**config.mk**
```make
export PLATFORM = sky130hd
export DESIGN_NAME = hpp_host_port
export DESIGN_NICKNAME = d
export VERILOG_FILES = /design/src/hpp_pkg.sv /design/src/hpp_sync.sv /design/src/hpp_req_drv.sv /design/src/hpp_host_port.sv
export SDC_FILE = /design/constraint.sdc
export NUM_CORES = 1
export LEC_CHECK = 0
export BUFFER_PORTS_ARGS = -buffer_cell sky130_fd_sc_hd__buf_2
export CORE_MARGIN = 2
export CORE_UTILIZATION = 45
export CTS_BUF_LIST = sky130_fd_sc_hd__clkbuf_16
export DETAILED_ROUTE_END_ITERATION = 6
export SYNTH_ARGS = -nofsm -noshare
export SYNTH_HDL_FRONTEND = slang
export SYNTH_SLANG_ARGS = --single-unit
```
**constraint.sdc**
```tcl
create_clock -name i_sys_clk -period 4.6 [get_ports i_sys_clk]
set_input_delay 0.46 -clock i_sys_clk [delete_from_list [all_inputs] [get_ports i_sys_clk]]
set_output_delay 0.46 -clock i_sys_clk [all_outputs]
set_load 0.02 [all_outputs]
```
**src/hpp_pkg.sv**
```systemverilog
// Shared constants for the host parallel port block
package hpp_pkg;
    // Avalon register byte offsets
    localparam logic [4:0] HPP_OFF_CTRL = 5'h00;
    localparam logic [4:0] HPP_OFF_STATUS = 5'h04;
    localparam logic [4:0] HPP_OFF_RX_DATA = 5'h08;
    localparam logic [4:0] HPP_OFF_TX_DATA = 5'h0C;
    localparam logic [4:0] HPP_OFF_IRQ_STATUS = 5'h10;
    localparam logic [4:0] HPP_OFF_IRQ_MASK = 5'h14;
    localparam logic [4:0] HPP_OFF_VECTOR = 5'h18;
    // Control register field positions
    localparam int HPP_CTRL_DUAL_STROBE = 0;
    localparam int HPP_CTRL_DOUBLE_REQ = 1;
    localparam int HPP_CTRL_MUX = 2;
    localparam int HPP_CTRL_OPEN_DRAIN = 3;
    localparam int HPP_CTRL_STROBE_POL = 4;
    localparam int HPP_CTRL_SELECT_POL = 5;
    localparam int HPP_CTRL_REQ_POL = 6;
    localparam int HPP_CTRL_ACK_POL = 7;
    localparam int HPP_CTRL_ALS_POL = 8;
    localparam int HPP_CTRL_W = 9;
    localparam logic [8:0] HPP_CTRL_RESET = 9'h001;
    // Interrupt event positions
    localparam int HPP_EV_TX_WRITTEN = 0;
    localparam int HPP_EV_RX_TAKEN = 1;
    localparam int HPP_EV_ICR_WRITTEN = 2;
    localparam int HPP_EV_W = 3;
    // Host window register indices
    localparam logic [2:0] HPP_HA_ICR = 3'h0;
    localparam logic [2:0] HPP_HA_STATUS = 3'h2;
    localparam logic [2:0] HPP_HA_VECTOR = 3'h3;
    localparam logic [2:0] HPP_HA_FIRST = 3'h5;
    localparam logic [2:0] HPP_HA_MID = 3'h6;
    localparam logic [2:0] HPP_HA_LAST = 3'h7;
    // Interface control register fields
    localparam int HPP_ICR_RX_REQ_EN = 0;
    localparam int HPP_ICR_TX_REQ_EN = 1;
    localparam int HPP_ICR_BYTE_ORDER = 7;
    localparam logic [7:0] HPP_ICR_RESET = 8'h00;
    // Settling time after an interface control write
    localparam int HPP_ICR_SETTLE_CYC = 3;
    localparam logic [1:0] HPP_SETTLE_LOAD = 2'(HPP_ICR_SETTLE_CYC);
    // Reset values
    localparam logic [7:0] HPP_VECTOR_RESET = 8'h0F;
    localparam logic [23:0] HPP_WORD_RESET = 24'h00_0000;
endpackage : hpp_pkg

```
**src/hpp_sync.sv**
```systemverilog
// Two-flop synchroniser for a vector of asynchronous host pins
`timescale 1ns/100ps
module hpp_sync #(
    parameter int WIDTH = 8
) (
    // Clock, reset, enable
    input wire logic i_sys_clk,
    input wire logic i_reset_n,
    input wire logic i_clk_en,
    // Data
    input wire logic [WIDTH-1:0] i_async,
    output logic [WIDTH-1:0] o_sync
);
    logic [WIDTH-1:0] meta_reg; // First stage, read only by the second
    logic [WIDTH-1:0] sync_reg; // Second stage

    // Plain register chain; no logic between stages
    always_ff @(posedge i_sys_clk or negedge i_reset_n) begin
        if (!i_reset_n) begin
            meta_reg <= '0;
            sync_reg <= '0;
        end else if (i_clk_en) begin
            meta_reg <= i_async;
            sync_reg <= meta_reg;
        end
    end

    assign o_sync = sync_reg;
endmodule : hpp_sync

```
**src/hpp_req_drv.sv**
```systemverilog
// Host request pin driver with polarity and open-drain choice
`timescale 1ns/100ps
module hpp_req_drv (
    // Clock, reset, enable
    input wire logic i_sys_clk,
    input wire logic i_reset_n,
    input wire logic i_clk_en,
    // Control
    input wire logic i_assert,
    input wire logic i_active_high,
    input wire logic i_open_drain,
    // Pin
    output logic o_pin_out,
    output logic o_pin_oe
);
    logic out_reg; // Pin level
    logic out_next;
    logic oe_reg; // Pin drive enable
    logic oe_next;

    // Open drain only ever pulls low; the pull-up gives the idle level
    always_comb begin
        if (i_open_drain) begin
            out_next = 1'b0;
            oe_next = i_assert;
        end else begin
            out_next = i_active_high ? i_assert : ~i_assert;
            oe_next = 1'b1;
        end
    end

    // Registered so the pin never glitches
    always_ff @(posedge i_sys_clk or negedge i_reset_n) begin
        if (!i_reset_n) begin
            out_reg <= 1'b1;
            oe_reg <= 1'b0;
        end else if (i_clk_en) begin
            out_reg <= out_next;
            oe_reg <= oe_next;
        end
    end

    assign o_pin_out = out_reg;
    assign o_pin_oe = oe_reg;
endmodule : hpp_req_drv

```
**src/hpp_host_port.sv**
```systemverilog
// Host parallel port: host pin handshake plus Avalon register slave
`timescale 1ns/100ps
module hpp_host_port
    import hpp_pkg::*;
(
    // Clock, reset, enable
    input wire logic i_sys_clk,
    input wire logic i_reset_n,
    input wire logic i_clk_en,
    // Avalon-MM slave
    input wire logic [4:0] i_avs_address,
    input wire logic i_avs_read,
    input wire logic i_avs_write,
    input wire logic [31:0] i_avs_writedata,
    output logic [31:0] o_avs_readdata,
    output logic o_avs_waitrequest,
    output logic o_irq,
    // Host strobes and controls
    input wire logic i_port_select,
    input wire logic i_host_read_strobe,
    input wire logic i_host_write_strobe,
    input wire logic i_shared_data_strobe,
    input wire logic i_transfer_direction,
    input wire logic i_address_latch_strobe,
    input wire logic i_vector_acknowledge,
    // Host address and data
    input wire logic [2:0] i_host_address_inputs,
    input wire logic [2:0] i_host_high_address,
    input wire logic [7:0] i_shared_addr_data_lines,
    output logic [7:0] o_shared_addr_data_lines,
    output logic o_shared_addr_data_lines_oe,
    // Host requests
    output logic o_combined_host_request,
    output logic o_combined_host_request_oe,
    output logic o_receive_host_request,
    output logic o_receive_host_request_oe,
    output logic o_transmit_host_request,
    output logic o_transmit_host_request_oe
);
    // Byte of a 24-bit word at a host window index
    function automatic logic [7:0] hpp_pick(input logic [23:0] w, input logic [2:0] a,
                                             input logic little);
        logic [7:0] b;
        b = 8'h00;
        if (a == HPP_HA_MID) begin
            b = w[15:8];
        end else if (a == HPP_HA_FIRST) begin
            b = little ? w[7:0] : w[23:16];
        end else if (a == HPP_HA_LAST) begin
            b = little ? w[23:16] : w[7:0];
        end
        return b;
    endfunction : hpp_pick

    // Pin synchronisers
    logic [8:0] ctl_sync; // Synchronised control pins
    logic [13:0] bus_sync; // Synchronised address and data pins
    hpp_sync #(.WIDTH(9)) u_ctl_sync (
        .i_sys_clk(i_sys_clk),
        .i_reset_n(i_reset_n),
        .i_clk_en(i_clk_en),
        // Inverted in, so a cleared sync reads as idle pins after reset
        .i_async(~{i_port_select, i_host_read_strobe, i_host_write_strobe,
                  i_shared_data_strobe, i_transfer_direction, i_address_latch_strobe,
                  i_vector_acknowledge, 2'b00}),
        .o_sync(ctl_sync)
    );
    hpp_sync #(.WIDTH(14)) u_bus_sync (
        .i_sys_clk(i_sys_clk),
        .i_reset_n(i_reset_n),
        .i_clk_en(i_clk_en),
        .i_async({i_host_address_inputs, i_host_high_address, i_shared_addr_data_lines}),
        .o_sync(bus_sync)
    );

    // Control register and configuration decode
    logic [HPP_CTRL_W-1:0] ctrl_reg; // Port mode and polarity
    logic [HPP_CTRL_W-1:0] ctrl_next;
    logic spol; // Strobes active high
    logic sel_act; // Select asserted
    logic rd_pin; // Read strobe asserted
    logic wr_pin; // Write strobe asserted
    logic ds_pin; // Shared strobe asserted
    logic als_act; // Address latch strobe asserted
    logic ack_act; // Vector acknowledge asserted
    logic rd_act; // Qualified read access
    logic wr_act; // Qualified write access
    always_comb begin
        spol = ctrl_reg[HPP_CTRL_STROBE_POL];
        sel_act = ctl_sync[8] ^ ctrl_reg[HPP_CTRL_SELECT_POL];
        rd_pin = ctl_sync[7] ^ spol;
        wr_pin = ctl_sync[6] ^ spol;
        ds_pin = ctl_sync[5] ^ spol;
        als_act = ctl_sync[3] ^ ctrl_reg[HPP_CTRL_ALS_POL];
        ack_act = ctl_sync[2] ^ ctrl_reg[HPP_CTRL_ACK_POL];
        if (ctrl_reg[HPP_CTRL_DUAL_STROBE]) begin
            rd_act = sel_act & rd_pin;
            wr_act = sel_act & wr_pin;
        end else begin
            rd_act = sel_act & ds_pin & ~ctl_sync[4];
            wr_act = sel_act & ds_pin & ctl_sync[4];
        end
    end

    // Host side state
    logic rd_d_reg, rd_d_next; // Read access seen last cycle
    logic wr_d_reg, wr_d_next; // Write access seen last cycle
    logic als_d_reg, als_d_next; // Latch strobe seen last cycle
    logic [7:0] alat_reg, alat_next; // Latched multiplexed address
    logic [2:0] acc_reg, acc_next; // Address held for the access
    logic [7:0] wdat_reg, wdat_next; // Data sampled during write
    logic [7:0] icr_reg, icr_next; // Interface control register
    logic [1:0] settle_reg, settle_next; // Cycles until ready again
    logic [23:0] rxw_reg, rxw_next; // Word toward the host
    logic [23:0] txw_reg, txw_next; // Word from the host
    logic rx_full_reg, rx_full_next; // Receive word waiting
    logic tx_full_reg, tx_full_next; // Transmit word waiting
    logic [7:0] vec_reg, vec_next; // Vector number
    logic [7:0] dout_reg, dout_next; // Host data out
    logic doe_reg, doe_next; // Host data drive enable
    logic [2:0] ev_set; // Events this cycle
    logic [2:0] cur_addr; // Register selected now
    logic addr_ok; // Access hits the window
    logic rd_rise, wr_rise, wr_fall; // Strobe edges
    logic last_rd, last_wr; // Last-register access in progress
    logic little; // Byte order select
    // Avalon side strobes feeding host state
    logic bus_req, bus_take; // Request present, request answered
    logic rx_load, tx_take; // Software loads rx, reads tx
    always_comb begin
        rd_rise = rd_act & ~rd_d_reg;
        wr_rise = wr_act & ~wr_d_reg;
        wr_fall = ~wr_act & wr_d_reg;
        little = icr_reg[HPP_ICR_BYTE_ORDER];
        // Mux mode uses the latched address, else the address held across the strobe by the host
        cur_addr = ctrl_reg[HPP_CTRL_MUX] ? alat_reg[2:0] : bus_sync[13:11];
        addr_ok = ctrl_reg[HPP_CTRL_MUX] ? (alat_reg[7:3] == 5'h00) : 1'b1;
        last_rd = rd_act & addr_ok & (cur_addr == HPP_HA_LAST);
        last_wr = wr_act & addr_ok & (acc_reg == HPP_HA_LAST);
        rd_d_next = rd_act;
        wr_d_next = wr_act;
        als_d_next = als_act;
        alat_next = alat_reg;
        acc_next = acc_reg;
        wdat_next = wdat_reg;
        icr_next = icr_reg;
        settle_next = (settle_reg != 2'd0) ? settle_reg - 2'd1 : settle_reg;
        rxw_next = rxw_reg;
        txw_next = txw_reg;
        rx_full_next = rx_full_reg;
        tx_full_next = tx_full_reg;
        vec_next = vec_reg;
        ev_set = 3'b000;
        // Low address taken as the latch strobe ends
        if (~als_act & als_d_reg) begin
            alat_next = bus_sync[7:0];
        end
        if (wr_rise) begin
            acc_next = cur_addr;
        end
        if (wr_act) begin
            wdat_next = bus_sync[7:0];
        end
        // Host access effects on flags and registers ignored while the port settles; read data is still driven
        if (settle_reg == 2'd0 && addr_ok) begin
            // Host read of the last byte frees the word
            if (rd_rise && cur_addr == HPP_HA_LAST && rx_full_reg) begin
                rx_full_next = 1'b0;
                ev_set[HPP_EV_RX_TAKEN] = 1'b1;
            end
            if (wr_rise && cur_addr == HPP_HA_LAST) begin
                tx_full_next = 1'b1;
            end
            // Write data committed as the strobe ends
            if (wr_fall) begin
                unique case (acc_reg)
                    HPP_HA_ICR: begin
                        icr_next = wdat_reg;
                        settle_next = HPP_SETTLE_LOAD;
                        ev_set[HPP_EV_ICR_WRITTEN] = 1'b1;
                    end
                    HPP_HA_MID: txw_next[15:8] = wdat_reg;
                    HPP_HA_FIRST: begin
                        if (little) txw_next[7:0] = wdat_reg;
                        else txw_next[23:16] = wdat_reg;
                    end
                    HPP_HA_LAST: begin
                        if (little) txw_next[23:16] = wdat_reg;
                        else txw_next[7:0] = wdat_reg;
                        ev_set[HPP_EV_TX_WRITTEN] = 1'b1;
                    end
                    default: ;
                endcase
            end
        end
        // Software side; a host last-byte write in the same cycle beats tx_take, but rx_load beats a host read
        if (tx_take && !(wr_rise && cur_addr == HPP_HA_LAST)) begin
            tx_full_next = 1'b0;
        end
        if (rx_load) begin
            rxw_next = i_avs_writedata[23:0];
            rx_full_next = 1'b1;
        end
        if (bus_take && i_avs_write && i_avs_address == HPP_OFF_VECTOR) begin
            vec_next = i_avs_writedata[7:0];
        end
        // Drive bus only during read or acknowledge
        doe_next = rd_act | ack_act;
        if (ack_act) begin
            dout_next = vec_reg;
        end else if (cur_addr == HPP_HA_ICR) begin
            dout_next = icr_reg;
        end else if (cur_addr == HPP_HA_STATUS) begin
            dout_next = {5'h00, settle_reg == 2'd0, tx_full_reg, rx_full_reg};
        end else if (cur_addr == HPP_HA_VECTOR) begin
            dout_next = vec_reg;
        end else begin
            dout_next = hpp_pick(rxw_reg, cur_addr, little);
        end
    end

    // Host side registers
    always_ff @(posedge i_sys_clk or negedge i_reset_n) begin
        if (!i_reset_n) begin
            rd_d_reg <= 1'b0;
            wr_d_reg <= 1'b0;
            als_d_reg <= 1'b0;
            alat_reg <= 8'h00;
            acc_reg <= 3'h0;
            wdat_reg <= 8'h00;
            icr_reg <= HPP_ICR_RESET;
            settle_reg <= 2'd0;
            rxw_reg <= HPP_WORD_RESET;
            txw_reg <= HPP_WORD_RESET;
            rx_full_reg <= 1'b0;
            tx_full_reg <= 1'b0;
            vec_reg <= HPP_VECTOR_RESET;
            dout_reg <= 8'h00;
            doe_reg <= 1'b0;
        end else if (i_clk_en) begin
            rd_d_reg <= rd_d_next;
            wr_d_reg <= wr_d_next;
            als_d_reg <= als_d_next;
            alat_reg <= alat_next;
            acc_reg <= acc_next;
            wdat_reg <= wdat_next;
            icr_reg <= icr_next;
            settle_reg <= settle_next;
            rxw_reg <= rxw_next;
            txw_reg <= txw_next;
            rx_full_reg <= rx_full_next;
            tx_full_reg <= tx_full_next;
            vec_reg <= vec_next;
            dout_reg <= dout_next;
            doe_reg <= doe_next;
        end
    end

    // Request levels; held off while a last-register strobe is active
    logic rx_req, tx_req, comb_req;
    always_comb begin
        rx_req = icr_reg[HPP_ICR_RX_REQ_EN] & rx_full_reg & ~last_rd;
        tx_req = icr_reg[HPP_ICR_TX_REQ_EN] & ~tx_full_reg & ~last_wr;
        comb_req = ~ctrl_reg[HPP_CTRL_DOUBLE_REQ] & (rx_req | tx_req);
    end
    hpp_req_drv u_hpp_req_drv [2:0] (
        .i_sys_clk(i_sys_clk),
        .i_reset_n(i_reset_n),
        .i_clk_en(i_clk_en),
        .i_assert({comb_req, ctrl_reg[HPP_CTRL_DOUBLE_REQ] & rx_req,
                   ctrl_reg[HPP_CTRL_DOUBLE_REQ] & tx_req}),
        .i_active_high(ctrl_reg[HPP_CTRL_REQ_POL]),
        .i_open_drain(ctrl_reg[HPP_CTRL_OPEN_DRAIN]),
        .o_pin_out({o_combined_host_request, o_receive_host_request,
                    o_transmit_host_request}),
        .o_pin_oe({o_combined_host_request_oe, o_receive_host_request_oe,
                   o_transmit_host_request_oe})
    );

    // Avalon slave: one wait cycle, answer on the second
    logic wait_reg, wait_next; // Waitrequest flop
    logic [31:0] rdata_reg, rdata_next; // Read data flop
    logic [2:0] irq_st_reg, irq_st_next; // Sticky events
    logic [2:0] irq_mask_reg, irq_mask_next; // Event enables
    logic irq_reg, irq_next; // Interrupt line
    always_comb begin
        bus_req = i_avs_read | i_avs_write;
        bus_take = bus_req & ~wait_reg;
        wait_next = ~(bus_req & wait_reg);
        rx_load = bus_take & i_avs_write & (i_avs_address == HPP_OFF_RX_DATA);
        tx_take = bus_take & i_avs_read & (i_avs_address == HPP_OFF_TX_DATA);
        ctrl_next = ctrl_reg;
        irq_mask_next = irq_mask_reg;
        irq_st_next = irq_st_reg;
        rdata_next = rdata_reg;
        // Write one clears; a new event in the same cycle wins
        if (bus_take && i_avs_write) begin
            unique case (i_avs_address)
                HPP_OFF_CTRL: ctrl_next = i_avs_writedata[HPP_CTRL_W-1:0];
                HPP_OFF_IRQ_MASK: irq_mask_next = i_avs_writedata[HPP_EV_W-1:0];
                HPP_OFF_IRQ_STATUS: irq_st_next = irq_st_reg & ~i_avs_writedata[2:0];
                default: ;
            endcase
        end
        irq_st_next = irq_st_next | ev_set;
        irq_next = |(irq_st_next & irq_mask_next);
        if (bus_req && wait_reg && i_avs_read) begin
            unique case (i_avs_address)
                HPP_OFF_CTRL: rdata_next = {23'h00_0000, ctrl_reg};
                HPP_OFF_STATUS: rdata_next = {21'h00_0000, icr_reg,
                                              settle_reg == 2'd0, tx_full_reg, rx_full_reg};
                HPP_OFF_RX_DATA: rdata_next = {8'h00, rxw_reg};
                HPP_OFF_TX_DATA: rdata_next = {8'h00, txw_reg};
                HPP_OFF_IRQ_STATUS: rdata_next = {29'h0000_0000, irq_st_reg};
                HPP_OFF_IRQ_MASK: rdata_next = {29'h0000_0000, irq_mask_reg};
                HPP_OFF_VECTOR: rdata_next = {24'h00_0000, vec_reg};
                default: rdata_next = 32'h0000_0000; // Unmapped reads zero
            endcase
        end
    end

    // Avalon and interrupt registers
    always_ff @(posedge i_sys_clk or negedge i_reset_n) begin
        if (!i_reset_n) begin
            wait_reg <= 1'b1;
            rdata_reg <= 32'h0000_0000;
            ctrl_reg <= HPP_CTRL_RESET;
            irq_st_reg <= 3'b000;
            irq_mask_reg <= 3'b000;
            irq_reg <= 1'b0;
        end else if (i_clk_en) begin
            wait_reg <= wait_next;
            rdata_reg <= rdata_next;
            ctrl_reg <= ctrl_next;
            irq_st_reg <= irq_st_next;
            irq_mask_reg <= irq_mask_next;
            irq_reg <= irq_next;
        end
    end

    assign o_avs_readdata = rdata_reg;
    assign o_avs_waitrequest = wait_reg;
    assign o_irq = irq_reg;
    assign o_shared_addr_data_lines = dout_reg;
    assign o_shared_addr_data_lines_oe = doe_reg;
endmodule : hpp_host_port

```
==> reports/results.tsv, run 1 <==
metric	value	unit
status	finished, final reports clean	
total area of sequential cells	4570	µm²
TritonCTS sink count	182	
Min-Delay Path Class	primary input to asynchronous set/reset pin	
Max-cap violations	0	
GR Overflow Total	0	
Worst setup EP type	flip-flop	
Static Leak	4.36	nW
initial cell density of the core	0.457	
Synth async-reset ratio	1.00	
detailed-router iteration count before antenna repair	6	
Slew headroom	0.282	
first-pass GRT wire length	33600	µm
CP Class	flip-flop to flip-flop	
Filler cells	1588	
crit path cell chain	or4_4, o21a_1, a2111oi_4, nand4_2, nor2b_1, mux2_2	
Final HPWL DP	15200	µm
critical path fanouts, max	8	
final weighted congestion of routability-driven global placement	0.898	
post-route minimum period	2.99	ns
VDD IR-drop max	0.258	mV
DRC errors left	0	
Total Power Consumption	4.23	mW
worst setup path end	txw_reg[6]$_DFFE_PN0P_	
number of antenna violations at the first check in global routing	0	
final-report setup violation count	0	
post-route worst setup slack	1.61	ns
setup slack at placement	1.60	ns
count of warnings emitted by yosys	0	
number of nets in the final layout	818	
Detail Route Antenna Nets	0	
instance count of the mapped netlist	670	
total global routing track utilization	0.225	
GR Layer Usage met2	0.351	
worst-case clock skew	0.0104	ns
number of buffers inserted by hold repair at cts	0	
clock transition time at the flip-flop clock pins of the worst setup and hold paths	0.07	ns
GRT met1 Usage	0.328	
post-synthesis instance area	8170	µm²
count of antenna diodes in the layout	0	
maximum number of pins on one net before global-route repair	113	
total stage count of the critical path	6	
Buf+Inv Stages, Crit Path	0	
synthesis-stage register bit count	182	
leading cell types by total area after synthesis	dfrtp_1, mux2_2, dfstp_2, a22oi_1, nand2_1	
Core Box Area	17900	µm²
clock tree from TritonCTS	built	
overall die height	139	µm
vias per cell	5.78	
number of enable flip-flop cells after synthesis	0	
number of cells upsized or downsized after cts	0	
register-to-register setup slack	1.61	ns
Unique masters post-synth	54	
timing-limited maximum frequency	0.335	GHz
data required time of the critical path	4.92	ns
Hold Violations, Final	0	
final slew viol count	0	
most used flip-flop cell after synthesis	dfrtp_1	
# rows	49	
multi-input gate area in the final layout	3410	µm²
category of the worst setup path launch point	flip-flop	
Area Overhead vs Synth	15.1	%
count leader, synth	dfrtp_1	
syn_area_per_cell	12.2	µm²
number of buffers added for setup after CTS	0	
Most Used Layer, Global Route	met2	
launch instance of the worst register-to-register path	alat_reg[3]$_DFFE_PN0P_	
root buffer selected by CTS	clkbuf_16	
detail-routed net length per standard cell	21.1	µm
first element of the critical path	alat_reg[3]$_DFFE_PN0P_	
vias in the first global route	5880	
total via count after detailed routing	5767	
final-layout setup total negative slack	0	ns
capture point of the worst reg-to-reg path	txw_reg[6]$_DFFE_PN0P_	
IO buf count	92	
number of I/O pins	112	
Max clock buf depth	2	
number of buffers created by CTS	17	
transition at the pin with the smallest max-transition slack	1.08	ns
share of final-layout standard cells stronger than drive strength 1	0.366	
power per cell area	450	nW/µm²
die width	139	µm
unrepaired setup endpoints after global routing	no	
Yosys top cell by area	dfrtp_1	
share of Yosys cell area claimed by the top area cell type	0.530	
met3 global-route usage	0.0394	
endpoint arrival time on the critical path	3.31	ns
most used standard cells in the synthesized netlist	dfrtp_1, mux2_2, nand2_1, o21ai_0, a21oi_1	
CTS H-tree lvls	4	
die area	19300	µm²
Crit-path slowest cell	nor2b_1	
clock latency at the later pin of the worst-skew pair	0.44	ns
DRC marker count from the first detailed-route iteration	532	
largest stage delay on the critical path	0.60	ns
cell type group with the largest total delay on the critical path	simple AND/OR/NAND/NOR gates	
final wirelength	21100	µm
post-synthesis sequential area ratio	0.559	
logic depth of the worst register-to-register path	6	
final critical-path share of the clock period	0.650	
[routing by layer]
metal	part of all wire	vias to the layer above
li1	-	2639
met1	0.46	2915
met2	0.47	191
met3	0.061	22
met4	0.012	0
met5	0	-
[placed cells by master (no fill, tap or decap), types with 3 or more instances in the layout]
cell type / instances
dfrtp_1: 173
mux2_2: 126
buf_2: 91
nand2_1: 52
o21ai_0: 37
a21oi_1: 28
nor2_1: 27
a22oi_1: 27
clkbuf_16: 17
mux2i_1: 13
nand3_1: 12
buf_4: 11
a221oi_1: 9
dfstp_2: 9
a21o_1: 8
conb_1: 8
nor3_1: 6
and3_1: 6
o211ai_1: 6
a31oi_1: 6
inv_6: 6
nor2b_1: 5
inv_1: 5
xnor2_1: 5
or3_1: 5
o22ai_1: 5
a22o_1: 5
a222oi_1: 5
inv_8: 5
nand4_1: 4
and2_1: 3
or3b_2: 3
nand2b_1: 3
nand3b_1: 3
a211oi_1: 3
nand4b_1: 3
o2bb2ai_1: 3
[cells by family after synthesis]
logic type / Yosys count / synth area share
buffers and inverters: 48 / 0.0269
other: 1 / 0.000459
XOR/XNOR: 8 / 0.00949
multiplexers: 139 / 0.190
AND/OR/NAND/NOR: 141 / 0.0874
AO/OA/AOI/OAI: 151 / 0.128
flip-flops: 182 / 0.559
[power by group]
group          switching [mW]  internal [mW]  leakage (nW)
clock network           0.683          0.772         0.290
registers               0.254           1.84          2.34
logic                   0.365          0.315          1.73
[area by class of cell]
class | instances | area share
repair buffers | 103 | 0.0584
multi-input cells | 447 | 0.363
well taps | 229 | 0.0304
clock buffers | 17 | 0.0452
flip-flops and latches | 182 | 0.485
clock inverters | 15 | 0.0165
inverters | 4 | 0.00160
[through the flow]
step                utilization  instances  area [µm²]  hold WS [ns]
finish                    0.526        997        9410         0.177
global route              0.526        997        9410         0.208
CTS                       0.526        997        9410         0.182
detailed placement        0.493        965        8830         0.460
global placement          0.493        965        8830         0.450
floorplan                     -        677        8200         0.164
[worst min path at each step]
stage                                        from                            endpoint  slack [ns]  cells past startpoint
floorplan                               i_reset_n              acc_reg[0]$_DFFE_PN0P_        0.16                      0
global placement             wr_d_reg$_DFFE_PN0P_             tx_full_reg$_DFFE_PN0P_        0.45                      1
detailed placement  o_avs_readdata[3]$_DFFE_PN0P_       o_avs_readdata[3]$_DFFE_PN0P_        0.46                      1
CTS                          i_vector_acknowledge  u_ctl_sync.meta_reg[2]$_DFFE_PN0P_        0.18                      2
global route                 i_vector_acknowledge  u_ctl_sync.meta_reg[2]$_DFFE_PN0P_        0.21                      2
finish                                  i_reset_n  u_bus_sync.meta_reg[1]$_DFFE_PN0P_        0.18                      1
Power figures use the tool's default switching activity.
==> inputs of run 2 (changes only) <==
--- a/config.mk
+++ b/config.mk
@@ -10,6 +10,7 @@
 export CORE_UTILIZATION = 45
 export CTS_BUF_LIST = sky130_fd_sc_hd__clkbuf_16
 export DETAILED_ROUTE_END_ITERATION = 6
+export PLACE_DENSITY = 0.67
 export SYNTH_ARGS = -nofsm -noshare
 export SYNTH_HDL_FRONTEND = slang
 export SYNTH_SLANG_ARGS = --single-unit
==> constraint.sdc (replaced) <==
create_clock -name i_sys_clk -period 2.5 [get_ports i_sys_clk]
set_input_delay 0.25 -clock i_sys_clk [delete_from_list [all_inputs] [get_ports i_sys_clk]]
set_output_delay 0.25 -clock i_sys_clk [all_outputs]
set_load 0.02 [all_outputs]
==> run 2 against run 1 <==
- maximum frequency is 25% higher
- clock skew rose by 0.0021 ns
- sequential cell count stayed put
- largest power group unchanged
- highest routed layer unchanged
==> reports/results.tsv, run 2 (same netlist as run 1, synthesis figures left out) <==
metric	value	unit	change
Worst setup EP type	flip-flop		
final slew viol count	0		unchanged
worst hold margin	0.0121	ns	-0.165 ns
Core Box Area	17900	µm²	unchanged
CTS H-tree lvls	4		unchanged
Hold Violations, Final	0		unchanged
Max clock buf depth	2		unchanged
TritonCTS sink count	182		unchanged
post-route minimum period	2.39	ns	-0.601 ns
final wirelength	21000	µm	-0.42%
DRC errors left	0		unchanged
first-pass GRT wire length	33800	µm	+0.64%
root buffer selected by CTS	clkbuf_16		
data required time of the critical path	2.84	ns	-2.08 ns
maximum number of pins on one net before global-route repair	72		-36%
CP Class	flip-flop to flip-flop		
clock latency at the later pin of the worst-skew pair	0.44	ns	about the same
number of buffers added for setup after CTS	0		unchanged
number of antenna violations at the first check in global routing	0		unchanged
category of the worst setup path launch point	flip-flop		
Static Leak	4.49	nW	+3.0%
# rows	49		unchanged
die area	19300	µm²	unchanged
detailed-router iteration count before antenna repair	5		-1
Slew headroom	0.461		+0.179
final-layout setup total negative slack	0	ns	unchanged
count of antenna diodes in the layout	0		unchanged
total via count after detailed routing	5927		+2.8%
DRC marker count from the first detailed-route iteration	422		-21%
Total Power Consumption	7.92	mW	+87%
Detail Route Antenna Nets	0		unchanged
transition at the pin with the smallest max-transition slack	0.806	ns	-0.271 ns
number of buffers created by CTS	17		unchanged
detail-routed net length per standard cell	20.5	µm	-2.8%
clock transition time at the flip-flop clock pins of the worst setup and hold paths	0.07	ns	about the same
final weighted congestion of routability-driven global placement	0.882		-1.8%
number of I/O pins	112		unchanged
unrepaired setup endpoints after global routing	no		
final-report setup violation count	0		unchanged
Min-Delay Path Class	primary input to flip-flop		
timing-limited maximum frequency	0.419	GHz	+25%
Max-cap violations	0		unchanged
IO buf count	92		unchanged
commonest non-fill, non-tap cells in the layout	dfrtp_1, mux2_2, buf_2		
number of nets in the final layout	842		+2.9%
clock tree from TritonCTS	built		
share of final-layout standard cells stronger than drive strength 1	0.378		+0.0116
vias in the first global route	6070		+3.2%
Final HPWL DP	15300	µm	+0.68%
commonest non-fill, non-tap cell in the layout	dfrtp_1		
vias per cell	5.81		+0.36%
total global routing track utilization	0.224		-0.000699
Util after Layout	0.540		+0.0143
VDD IR-drop max	0.544	mV	+110%
die width	139	µm	unchanged
number of cells upsized or downsized after cts	0		unchanged
GR Overflow Total	0		unchanged
final critical-path share of the clock period	0.955		+0.305
initial cell density of the core	0.457		unchanged
worst-case clock skew	0.0124	ns	+0.00208 ns
Area Overhead vs Synth	18.3	%	
status	finished, final reports clean		
critical path fanouts, max	4		-4
overall die height	139	µm	unchanged
endpoint arrival time on the critical path	2.73	ns	-0.58 ns
power per cell area	820	nW/µm²	+82%
run 2: changes by cell type in the layout (fill, tap and decap cells not counted), sizes merged:
cell         change
buf             +18
inv              -9
clkinv           +6
dlygate4sd3      +6
bufinv           +2
clkinvlp         +1
run 2: layer usage:
layer | up-vias | wire length (µm) | global-route usage
li1 | 2675 | - | -
met1 | 3026 | 9550 | 0.319
met2 | 199 | 9880 | 0.353
met3 | 27 | 1110 | 0.0376
met4 | 0 | 434 | 0.0766
met5 | - | 0 | 0
run 2: worst paths after layout:
kind	slack, ns	startpoint	cells past startpoint	to
min	0.01	i_shared_data_strobe	2	u_ctl_sync.meta_reg[5]$_DFFE_PN0P_
max	0.11	alat_reg[3]$_DFFE_PN0P_	7	o_irq$_DFFE_PN0P_
min in group asynchronous	0.39	i_reset_n	2	ctrl_reg[4]$_DFFE_PN0P_
max in group asynchronous	1.29	i_reset_n	3	vec_reg[3]$_DFFE_PN1P_
max reg2reg	0.11	alat_reg[3]$_DFFE_PN0P_	7	o_irq$_DFFE_PN0P_
min reg2reg	0.46	wr_d_reg$_DFFE_PN0P_	1	tx_full_reg$_DFFE_PN0P_
run 2: final cells by class:
cell class / instances / area (µm²)
fill: 1558 / 8240
tap: 229 / 287
timing repair buffer: 127 / 782
clock inverter: 15 / 179
sequential: 182 / 4570
inverter: 4 / 15.0
multi-input combinational: 447 / 3410
clock buffer: 17 / 425
run 2: worst max-delay path, stage by stage (launching register included):
cell       delay, ns
dfrtp_1         0.38
or4_4           0.54
o21a_1          0.22
a2111oi_4       0.25
buf_4           0.22
a22oi_2         0.08
or4_1           0.52
o311ai_1        0.10
run 2: per-stage QoR:
stage | area, µm² | cells | worst slack, ns
floorplan | 8200 | 677 | 0.0561
CTS | 9670 | 1021 | 0.0220
global route | 9670 | 1021 | 0.00508
global placement | 9000 | 983 | 0.0823
detailed placement | 9000 | 983 | 0.0387
finish | 9670 | 1021 | 0.113
run 2: timing repair:
action,CTS,global route
hold buffers,6,0
endpoints found under the hold margin,69,0
endpoints found under the setup margin,0,9
run 2: power breakdown:
part           switching [mW]  total [mW]  leakage, nW  internal [mW]
clock network            1.17        2.75        0.293           1.58
logic                   0.658        1.28         1.86          0.622
registers               0.500        3.89         2.34           3.39
==> inputs of run 3 (changes only) <==
--- a/config.mk
+++ b/config.mk
@@ -8,7 +8,6 @@
 export BUFFER_PORTS_ARGS = -buffer_cell sky130_fd_sc_hd__buf_2
 export CORE_MARGIN = 2
 export CORE_UTILIZATION = 45
-export CTS_BUF_LIST = sky130_fd_sc_hd__clkbuf_16
 export DETAILED_ROUTE_END_ITERATION = 6
 export PLACE_DENSITY = 0.67
 export SYNTH_ARGS = -nofsm -noshare
==> run 3 against run 2 <==
- sequential power hardly changed
- core utilization is 0.056 points higher
- maximum frequency hardly changed
- sequential cell count stayed put
- non-clock buffer count stayed put
- power is 0.37% higher
- die area stayed put
- via count is 0.32% higher
- largest cell class unchanged
- clock-buffer cell count is 1 higher
- clock power hardly changed
- routed wire length hardly changed
==> reports/results.tsv, run 3 (same netlist as run 1, synthesis figures left out) <==
metric	value	unit	change
hold path cells	2		unchanged
# rows	49		unchanged
DRC marker count from the first detailed-route iteration	455		+7.8%
TritonCTS sink count	182		unchanged
met3 global-route usage	0.0376		unchanged
clock transition time at the flip-flop clock pins of the worst setup and hold paths	0.07	ns	about the same
Util after Layout	0.541		+0.000559
share of final-layout standard cells stronger than drive strength 1	0.379		+0.00126
worst-case clock skew	0.0121	ns	-0.000364 ns
Slew headroom	0.454		-0.00672
Most Used Layer, Global Route	met2		
CTS H-tree lvls	4		unchanged
maximum number of pins on one net before global-route repair	72		unchanged
category of the worst setup path launch point	flip-flop		
setup slack at placement	0.0387	ns	unchanged
Static Leak	4.50	nW	+0.13%
detail-routed net length per standard cell	20.5	µm	about the same
first-pass GRT wire length	33900	µm	about the same
initial cell density of the core	0.457		unchanged
Core Box Area	17900	µm²	unchanged
Max-cap violations	0		unchanged
post-route minimum period	2.39	ns	+0.00188 ns
GR Overflow Total	0		unchanged
root buffer selected by CTS	clkbuf_16		
vias per cell	5.82		+0.32%
power per cell area	822	nW/µm²	+0.27%
number of buffers added for setup after CTS	0		unchanged
Max clock buf depth	2		unchanged
Worst setup EP type	flip-flop		
count of non-filler cells in the finished layout	1021		unchanged
number of buffers created by CTS	17		unchanged
number of antenna violations at the first check in global routing	0		unchanged
DRC errors left	0		unchanged
commonest non-fill, non-tap cells in the layout	dfrtp_1, mux2_2, buf_2		
die area	19300	µm²	unchanged
unrepaired setup endpoints after global routing	no		
detailed-router iteration count before antenna repair	5		unchanged
total via count after detailed routing	5946		+0.32%
vias in the first global route	6052		-0.30%
Detail Route Antenna Nets	0		unchanged
count of antenna diodes in the layout	0		unchanged
Hold Violations, Final	0		unchanged
GRT met1 Usage	0.321		+0.00244
transition at the pin with the smallest max-transition slack	0.816	ns	+0.0101 ns
VDD IR-drop max	0.543	mV	-0.27%
multi-input gate area in the final layout	3410	µm²	unchanged
IO buf count	92		unchanged
clock tree from TritonCTS	built		
commonest non-fill, non-tap cell in the layout	dfrtp_1		
Filler cells	1557		-0.064%
total global routing track utilization	0.225		+0.000281
overall die height	139	µm	unchanged
total area of sequential cells	4570	µm²	unchanged
number of I/O pins	112		unchanged
endpoint arrival time on the critical path	2.73	ns	about the same
final wirelength	21000	µm	about the same
GR Layer Usage met2	0.351		-0.00181
final critical-path share of the clock period	0.956		about the same
final-report setup violation count	0		unchanged
status	finished, final reports clean		
final weighted congestion of routability-driven global placement	0.882		unchanged
number of nets in the final layout	842		unchanged
timing-limited maximum frequency	0.419	GHz	about the same
Min-Delay Path Class	primary input to flip-flop		
data required time of the critical path	2.84	ns	about the same
final slew viol count	0		unchanged
Final HPWL DP	15300	µm	unchanged
clock latency at the later pin of the worst-skew pair	0.44	ns	about the same
die width	139	µm	unchanged
Area Overhead vs Synth	18.4	%	
CP Class	flip-flop to flip-flop		
critical path fanouts, max	4		unchanged
final-layout setup total negative slack	0	ns	unchanged
post-route worst setup slack	0.111	ns	-0.00188 ns
logic depth of the worst register-to-register path	7		unchanged
Placed Instances	983		unchanged
[run 3: changes by cell type in the layout (fill, tap and decap cells not counted)]
cell / previous run / this run
clkinv_1: 1 / 0
clkbuf_8: 0 / 1
[run 3: final timing paths]
check | startpoint | endpoint | slack, ns
worst max-delay path | alat_reg[3]$_DFFE_PN0P_ | o_irq$_DFFE_PN0P_ | 0.11
worst min-delay path | i_shared_data_strobe | u_ctl_sync.meta_reg[5]$_DFFE_PN0P_ | 0.01
worst max register to register | alat_reg[3]$_DFFE_PN0P_ | o_irq$_DFFE_PN0P_ | 0.11
worst min register to register | wr_d_reg$_DFFE_PN0P_ | tx_full_reg$_DFFE_PN0P_ | 0.46
max in group asynchronous | i_reset_n | vec_reg[3]$_DFFE_PN1P_ | 1.28
min in group asynchronous | i_reset_n | ctrl_reg[4]$_DFFE_PN0P_ | 0.40
[run 3: report_power, final]
| part | switching [mW] | leakage, nW | internal [mW] | total, mW |
|---|---|---|---|---|
| Clock | 1.17 | 0.299 | 1.61 | 2.78 |
| Sequential | 0.504 | 2.34 | 3.39 | 3.89 |
| Combinational | 0.657 | 1.86 | 0.622 | 1.28 |
| Total | 2.33 | 4.50 | 5.62 | 7.95 |
[run 3: final cells by class]
| class | instances | area share |
|---|---|---|
| Inverter | 4 | 0.00155 |
| Clock buffer | 18 | 0.0454 |
| Multi-Input combinational cell | 447 | 0.353 |
| Tap cell | 229 | 0.0296 |
| Clock inverter | 14 | 0.0181 |
| Sequential cell | 182 | 0.472 |
| Timing Repair Buffer | 127 | 0.0808 |
[run 3: timing repair]
action / 4_1_cts / 5_1_grt
endpoints found under the setup margin: 0 / 9
endpoints found under the hold margin: 69 / 0
hold buffers: 6 / 0
gates resized for setup: 0 / 0
[run 3: metrics by stage]
stage,total power [mW],area [µm²],hold slack (ns)
floorplan,4.61,8200,-0.0456
global placement,5.15,9000,0.303
detailed placement,5.21,9000,0.312
CTS,8.01,9680,0.000749
global route,8.29,9680,0.0291
finish,7.95,9680,0.0131
[run 3: routing by layer]
metal	routed length (µm)	share of wire
met1	9420	0.45
met2	9940	0.47
met3	1180	0.056
met4	414	0.020
met5	0	0
[run 3: worst max-delay path, cell delays in order (launching register included)]
cell	delay [ns]
dfrtp_1	0.38
or4_4	0.54
o21a_1	0.22
a2111oi_4	0.25
buf_4	0.21
a22oi_2	0.08
or4_1	0.52
o311ai_1	0.10
